### config.mk
export PLATFORM = sky130hd
export DESIGN_NAME = liucfg_top
export DESIGN_NICKNAME = d
export VERILOG_FILES = /design/src/include/liucfg_pkg.sv /design/src/design/liucfg_top.sv
export SDC_FILE = /design/constraint.sdc
export NUM_CORES = 1
export LEC_CHECK = 0
export ABC_AREA = 1
export BUFFER_PORTS_ARGS = -buffer_cell sky130_fd_sc_hd__buf_2
export CORE_MARGIN = 1.5
export CORE_UTILIZATION = 45
export DETAILED_ROUTE_END_ITERATION = 7
export GPL_TIMING_DRIVEN = 0
export PLACE_DENSITY_LB_ADDON = 0.3
export SLEW_MARGIN = 20
export SYNTH_ARGS = -nofsm -noshare
export SYNTH_HDL_FRONTEND = slang
export SYNTH_SLANG_ARGS = --single-unit
export TNS_END_PERCENT = 30
### constraint.sdc
create_clock -name clk -period 0.8 [get_ports clk]
set_input_delay 0.08 -clock clk [delete_from_list [all_inputs] [get_ports clk]]
set_output_delay 0.08 -clock clk [all_outputs]
set_load 0.01 [all_outputs]
### src/include/liucfg_pkg.sv
// Package for the control mode and pin configuration block
package liucfg_pkg;

    // ------------------------------------------------------------
    // Encodings
    // ------------------------------------------------------------
    typedef enum logic [1:0]
    {
        LIUCFG_CTRL_HW = 2'b00,
        LIUCFG_CTRL_SERIAL = 2'b01,
        LIUCFG_CTRL_PAR_RW = 2'b10,
        LIUCFG_CTRL_PAR_STROBE = 2'b11
    } liucfg_ctrl_mode_t;

    typedef enum logic [1:0]
    {
        LIUCFG_FMT_SR_HDB3 = 2'b00,
        LIUCFG_FMT_SR_AMI = 2'b01,
        LIUCFG_FMT_DR_CDR = 2'b10,
        LIUCFG_FMT_SLICER = 2'b11
    } liucfg_format_t;

    // ------------------------------------------------------------
    // Reset values
    // ------------------------------------------------------------
    localparam logic [1:0] LIUCFG_RST_MODE = 2'h0;
    localparam logic [1:0] LIUCFG_RST_FORMAT = 2'h0;

    // ------------------------------------------------------------
    // Carriers
    // ------------------------------------------------------------
    typedef struct packed
    {
        logic pulse_template_select;
        logic driver_high_z;
        logic rx_edge_select;
        logic [1:0] loopback_select;
        logic [1:0] pattern_select;
        logic [1:0] jitter_atten_select;
        logic monitor_gain_select;
        logic term_select;
        logic receiver_power_down;
        logic [1:0] line_format_select;
    } liucfg_hw_pins_t;

    typedef struct packed
    {
        logic single_rail;
        logic hdb3_enable;
        logic clock_data_recovery;
        logic rx_clk_falling;
        logic pulse_template_select;
        logic driver_high_z;
        logic [1:0] loopback_select;
        logic [1:0] pattern_select;
        logic [1:0] jitter_atten_select;
        logic monitor_gain_select;
        logic term_select;
        logic receiver_power_down;
    } liucfg_hw_cfg_t;

    typedef struct packed
    {
        logic strap_taken;
        liucfg_ctrl_mode_t mode;
        logic hw_mode;
        logic serial_en;
        logic par_rw_en;
        logic par_strobe_en;
        logic port_access;
        logic sout_on_fall;
        logic shift_prev;
        logic shift_rise;
        logic shift_fall;
        logic sout_launch;
        logic sin_sample;
        liucfg_format_t format;
        liucfg_hw_cfg_t hw_cfg;
    } liucfg_state_t;

endpackage

### src/design/liucfg_top.sv
// Control mode decode and hardware pin configuration of the line interface
`timescale 1ns/10ps
// Functional notes
// - Strap 00 hardware, 01 serial, 10 parallel bus with read/write select.
// - Strap 11 selects parallel bus with separate read and write strobes.
// - Serial mode uses shift edge select to pick the serial output shift edge.
// - Serial output on falling edge when select high, rising when low; input rising.
// - Hardware mode takes configuration from dedicated pins.
// - Hardware mode, receive edge select low: rising receive clock edge active.
// - Hardware mode, receive edge select high: falling receive clock edge active.
// - Microcontroller port responds only while active-low select is low.
// - Hardware mode format 00: single rail with HDB3.
// - Hardware mode format 01: single rail with AMI.
// - Hardware mode format 10: dual rail with clock data recovery.
// - Hardware mode format 11: slicer, dual rail without clock data recovery.
module liucfg_top
    import liucfg_pkg::*;
(
    // Clock and reset
    input wire logic clk,
    input wire logic reset,
    // Straps and select
    input wire logic [1:0] ctrl_mode_strap,
    input wire logic chip_select_n,
    // Serial port timing
    input wire logic shift_clk,
    input wire logic shift_edge_select,
    // Hardware configuration pins
    input wire liucfg_hw_pins_t hw_pins,
    // Decoded control mode
    output liucfg_ctrl_mode_t ctrl_mode,
    output logic mode_valid,
    output logic hw_mode,
    output logic serial_en,
    output logic par_rw_en,
    output logic par_strobe_en,
    output logic port_access,
    // Serial strobes
    output logic serial_out_launch,
    output logic serial_in_sample,
    // Hardware configuration result
    output liucfg_hw_cfg_t hw_cfg
);

    // ------------------------------------------------------------
    // State
    // ------------------------------------------------------------
    liucfg_state_t state;
    liucfg_state_t next_state;
    logic in_sw;

    always_comb
    begin
        next_state = state;
        in_sw = 1'b0;
        // The strap is caught once after reset release, never during reset
        if (!state.strap_taken)
        begin
            next_state.strap_taken = 1'b1;
            next_state.mode = liucfg_ctrl_mode_t'(ctrl_mode_strap);
        end
        next_state.hw_mode = state.strap_taken && (state.mode == LIUCFG_CTRL_HW);
        next_state.serial_en = state.strap_taken && (state.mode == LIUCFG_CTRL_SERIAL);
        next_state.par_rw_en = state.strap_taken && (state.mode == LIUCFG_CTRL_PAR_RW);
        next_state.par_strobe_en = state.strap_taken && (state.mode == LIUCFG_CTRL_PAR_STROBE);
        in_sw = state.strap_taken && (state.mode != LIUCFG_CTRL_HW);
        next_state.port_access = in_sw && !chip_select_n;

        // Shift clock edges are seen through the system clock
        next_state.shift_prev = shift_clk;
        next_state.shift_rise = shift_clk && !state.shift_prev;
        next_state.shift_fall = !shift_clk && state.shift_prev;
        next_state.sout_on_fall = shift_edge_select;
        next_state.sout_launch = state.serial_en && !chip_select_n
            && (state.sout_on_fall ? state.shift_fall : state.shift_rise);
        next_state.sin_sample = state.serial_en && !chip_select_n && state.shift_rise;

        // Hardware pins only take effect in hardware mode; else held at defaults
        if (state.hw_mode)
        begin
            next_state.format = liucfg_format_t'(hw_pins.line_format_select);
            next_state.hw_cfg.rx_clk_falling = hw_pins.rx_edge_select;
            next_state.hw_cfg.pulse_template_select = hw_pins.pulse_template_select;
            next_state.hw_cfg.driver_high_z = hw_pins.driver_high_z;
            next_state.hw_cfg.loopback_select = hw_pins.loopback_select;
            next_state.hw_cfg.pattern_select = hw_pins.pattern_select;
            next_state.hw_cfg.jitter_atten_select = hw_pins.jitter_atten_select;
            next_state.hw_cfg.monitor_gain_select = hw_pins.monitor_gain_select;
            next_state.hw_cfg.term_select = hw_pins.term_select;
            next_state.hw_cfg.receiver_power_down = hw_pins.receiver_power_down;
        end
        else
        begin
            // Receive edge pin is ignored in software mode
            next_state.format = liucfg_format_t'(LIUCFG_RST_FORMAT);
            next_state.hw_cfg = '0;
        end
        unique case (next_state.format)
            LIUCFG_FMT_SR_HDB3:
            begin
                next_state.hw_cfg.single_rail = 1'b1;
                next_state.hw_cfg.hdb3_enable = 1'b1;
                next_state.hw_cfg.clock_data_recovery = 1'b1;
            end
            LIUCFG_FMT_SR_AMI:
            begin
                next_state.hw_cfg.single_rail = 1'b1;
                next_state.hw_cfg.hdb3_enable = 1'b0;
                next_state.hw_cfg.clock_data_recovery = 1'b1;
            end
            LIUCFG_FMT_DR_CDR:
            begin
                next_state.hw_cfg.single_rail = 1'b0;
                next_state.hw_cfg.hdb3_enable = 1'b0;
                next_state.hw_cfg.clock_data_recovery = 1'b1;
            end
            LIUCFG_FMT_SLICER:
            begin
                next_state.hw_cfg.single_rail = 1'b0;
                next_state.hw_cfg.hdb3_enable = 1'b0;
                next_state.hw_cfg.clock_data_recovery = 1'b0;
            end
        endcase
    end

    always_ff @(posedge clk)
    begin
        if (reset)
        begin
            state <= '0;
            state.mode <= liucfg_ctrl_mode_t'(LIUCFG_RST_MODE);
        end
        else
        begin
            state <= next_state;
        end
    end

    // ------------------------------------------------------------
    // Outputs
    // ------------------------------------------------------------
    assign ctrl_mode = state.mode;
    assign mode_valid = state.strap_taken;
    assign hw_mode = state.hw_mode;
    assign serial_en = state.serial_en;
    assign par_rw_en = state.par_rw_en;
    assign par_strobe_en = state.par_strobe_en;
    assign port_access = state.port_access;
    assign serial_out_launch = state.sout_launch;
    assign serial_in_sample = state.sin_sample;
    assign hw_cfg = state.hw_cfg;
endmodule

== Word level (Yosys, flattened, before mapping) ==
Cells that the tools add are included.
W data, S select, Z words.

* Eq/ne operators: 6
* Muxes and demuxes: 3
* Bitwise gates (word level): 1
* Reduce and logical (&&, ||, !) cells: 18

{| class="wikitable"
|+ Operator list
! operator !! count
|-
| $pmux W3 S4 || 1
|-
| $logic_and A1 B1 Y1 || 11
|-
| $eq A2 B2 Y1 const B || 4
|-
| $eq A2 B1 Y1 const B || 2
|-
| $logic_not A2 Y1 || 2
|-
| $logic_not A1 Y1 || 3
|-
| $mux W2 || 1
|-
| $reduce_bool A2 Y1 || 1
|-
| $reduce_or A2 Y1 || 1
|-
| $mux W1 || 1
|-
| $not A1 Y1 || 1
|}

* Flip-flop bits (word level): 29
* Input port bits: 21
* Output and inout port bits: 25
* Word-level logic and storage cells: 53

== Logic depth before layout (Yosys ltp) ==
* Word-level depth: 3
* Mapped depth: 5
* Depth with buffers taken out: 4

== Worst setup path after synthesis ==
Ideal clock, no wire load.

* Path type: reg-to-reg
* Start: register state, in the netlist hw_mode
* End: register state, in the netlist hw_cfg[12]
* Setup time: 0.122 ns
* Arrival time: 0.651 ns
* Data required time: 0.678 ns
* Path slack: 0.027 ns
* Cell stages (with the launch flop): 4
* Buffers on the path: 0
* Clock period less this slack: 0.773 ns
* Path through: dfxtp_1 -> nand2_1 -> nand2_1 -> o21ai_0

* Word-level cells in the longest chain between the ends: 3
* Elaborated cells on any way between the ends: 6
* Those cells by class: 3 x eq/ne; 2 x mux; 1 x reduce/logical

{| class="wikitable"
|+ Ends and longest elaborated chain
! what !! line !! text
|-
| from (decl) || liucfg_top.sv:48 || <nowiki>liucfg_state_t state;</nowiki>
|-
| from (signal assigned) || liucfg_top.sv:135 || <nowiki>state <= next_state;</nowiki>
|-
| $mux W2 (*) || liucfg_top.sv:79 || <nowiki>if (state.hw_mode)</nowiki>
|-
| $eq A2 B2 Y1, or another cell as far along || liucfg_top.sv:98 || <nowiki>unique case (next_state.format)</nowiki>
|-
| $pmux W3 S4 (*) || liucfg_top.sv:98 ||
|}

Mark *: on every way between the ends. The rest lies on a longest branch, timed or not.
A chain may end at the register's enable or synchronous reset.

== Final worst setup path ==
* Start: register state, in the netlist ctrl_mode[1]
* End: output port ctrl_mode[1]

{| class="wikitable"
|+ RTL lines
! what !! line !! text
|-
| to (decl) || liucfg_top.sv:31 || <nowiki>output liucfg_ctrl_mode_t ctrl_mode,</nowiki>
|}

No word-level cell between the ends.

==> flow_summary_export.csv <==
group,metric,value,unit
final_layout,stdcell_count,199,
floorplan,fp-row-count,17,
worst_setup_path,r2r_end,"hw_cfg[6]",
final_layout,layout.nets,192,
placement,finalWeightedCongestion,0.705,
route,route.detailed.drc,0,
clock_tree,h-tree-depth,2,
final_layout,largest_reg_flops,15,
placement,io_buffers,44,
grt,grt_pass1_vias,799,
power_and_ir_drop,powerDensity,1690,mW/mm²
synth,synthCells,111,
synth,synth_area_leaders,"dfxtp_1, buf_4, inv_1, nor2_2, nor2_1",
final_layout,stdcell_area,0.00164,mm²
floorplan,core,0.00219,mm²
route,drt-initial-drc-count,2,
floorplan,fp.dieH,50.8,µm
sta,finalSetupTns,-1.31,ns
floorplan,die_area,0.00258,mm²
sta,setup_viol,37,
sta,worst_slack,-0.154,ns
worst_hold_path,hp-start,"reset",
sta,max_freq,1.05,GHz
power_and_ir_drop,vdd_drop_max,1.34,mV
route,first_pass_iters,4,
sta,finalCriticalPeriod,0.954,ns
status,status,"finished with violations",
worst_setup_path,critPathKind,"flop to output port",
synth,yosysTopAreaCell,"dfxtp_1",
floorplan,die_x,50.8,µm
floorplan,ios,46,
floorplan,start_util,46.8,%
worst_setup_path,reg2reg_from,"hw_mode",
status,violations,"setup timing",
placement,place_area,0.00128,mm²
route,wl,2090,µm
worst_setup_path,start_kind,"flop",
synth,yosysTopAreaCellShare,56.6,%
final_layout,area_delta_synth_final,60.1,%
sta,rsz0062_at_grt,"true",
synth,synth_seq_area_share,56.6,%
grt,antenna_found_initial,0,
route,wl_per_cell,10.5,µm
worst_hold_path,min_path_cells,4,
synth,ys_types,14,
route,postRouteAntennaNets,0,
power_and_ir_drop,power,2780,µW
grt,grt_pass1_wl,3110,µm
worst_hold_path,holdPathEnd,"ctrl_mode[1]",
sta,slew_violations,0,
worst_setup_path,arrival,0.87,ns
clock_tree,cts_tree,"built",
placement,dp_hpwl,1160,µm
grt,grt_usage,17.7,%
sta,timing.final.crit_share,119,%
route,via_count,826,
worst_setup_path,required,0.72,ns
sta,fin_skew,0.00625,ns
power_and_ir_drop,p_leak,0.000830,µW
worst_hold_path,hold_class,"input port to flop",
synth,yosysWarnings,0,
job,drv_cap,0,
placement,placed_cells,183,
grt,grt_max_degree,11,
clock_tree,clock-sinks,29,
synth,synth-seq-cells,29,
route,via_per_inst,4.15,
sta,relSlewSlack,82.1,%
synth,syn_nets,132,
clock_tree,clockBufferDepth,2,
worst_setup_path,reg2reg_slack,-0.03,ns
clock_tree,cts_made_buffers,5,
clock_tree,root_buffer,"clkbuf_4",
final_layout,n_antenna_cell,0,
sta,worst_slew_pin_slew,0.269,ns
worst_setup_path,reg2reg_depth,4,
worst_setup_path,critPathMaxFanout,2,
synth,synth.avg_cell_area,9.24,µm²
final_layout,layout-drive-gt1-share,53.8,%
clock_tree,worstSkewPairLatency,0.32,ns
worst_setup_path,cp-end-kind,"output port",
grt,gr-total-overflow,0,
synth,syn_area,0.00103,mm²
sta,hold_violations,0,
clock_tree,path_clk_slew,0.08,ns
[cells in the final DEF, fill, tap and decap left out]
cell / count
nor2_1: 13
nand2_4: 1
dfxtp_1: 8
inv_2: 1
dlygate4sd3_1: 20
inv_1: 18
clkbuf_8: 1
nor2_4: 1
buf_4: 3
buf_6: 24
nand2_1: 9
clkbuf_1: 1
o21ai_0: 1
dfxtp_2: 18
a21oi_1: 2
nor3_1: 5
nand2_2: 1
dfxtp_4: 3
nand3b_1: 1
buf_2: 23
dlymetal6s4s_1: 1
inv_8: 1
nor2_2: 9
buf_12: 1
clkbuf_4: 5
[power by group]
group          switching, µW  internal (µW)  total, µW
clock                    456            414        869
sequential              28.2           1500       1520
combinational            152            237        388
total                    636           2150       2780
[worst max-delay path: stages, from the launching register on]
cell and delay (ns):
dfxtp_2 0.34, buf_6 0.11, buf_6 0.11
[synthesized netlist by cell type]
cell and count:
nand2_4 1, buf_6 2, inv_1 19, buf_4 17
nor2_2 9, inv_8 1, nor2_4 1, a21oi_1 2
nor3_1 5, nand2_1 10, nor2_1 13, nand3b_1 1
o21ai_0 1, dfxtp_1 29
[cell families (layout without fill, tap and decap cells)]
kind of cell	after synthesis	count (layout)	share of synthesized area [%]
simple gates	40	40	19.3
buf+inv	39	99	22.7
flops	29	29	56.6
compound gates	3	3	1.46
[worst max-delay path by stage]
stage,startpoint,to,slack [ns],depth (start not counted)
floorplan,hw_mode,hw_cfg[12],0.03,3
global placement,hw_mode,hw_cfg[6],0.06,3
detailed placement,hw_mode,hw_cfg[12],0.04,3
CTS,ctrl_mode[1],ctrl_mode[1],-0.16,2
global route,ctrl_mode[1],ctrl_mode[1],-0.18,2
finish,ctrl_mode[1],ctrl_mode[1],-0.15,2
[layer usage]
layer  routed length (µm)  GRT usage, %
met5                    0             0
met4                   51          14.9
met3                  118          6.85
met2                 1100          31.4
met1                  812          15.4
[per-stage QoR]
step	hold slack (ns)	utilization, %	worst slack (ns)
final	0.0176	75.0	-0.154
after global routing	0.0204	75.0	-0.180
after global placement	0.260	58.5	0.0566
after floorplan	0.159	-	0.0269
after detailed placement	0.275	58.5	0.0366
after CTS	0.000865	74.4	-0.164
[cell type report]
type / instances / area, µm²
plain buffers: 3 / 42.5
clock buffers: 7 / 55.1
fillers: 158 / 548
inverters: 20 / 82.6
multi-input cells: 43 / 215
flip-flops and latches: 29 / 614
well taps: 28 / 35.0
repair buffers: 69 / 598
[repair_timing]
action,in CTS,in global routing
buffers inserted,4,0
hold buffers,21,0
endpoints found under the hold margin,23,0
pin swaps,1,2
gates resized for setup,23,29
setup endpoints to repair,25,47
Note: power is estimated with default switching activity, not from simulation.
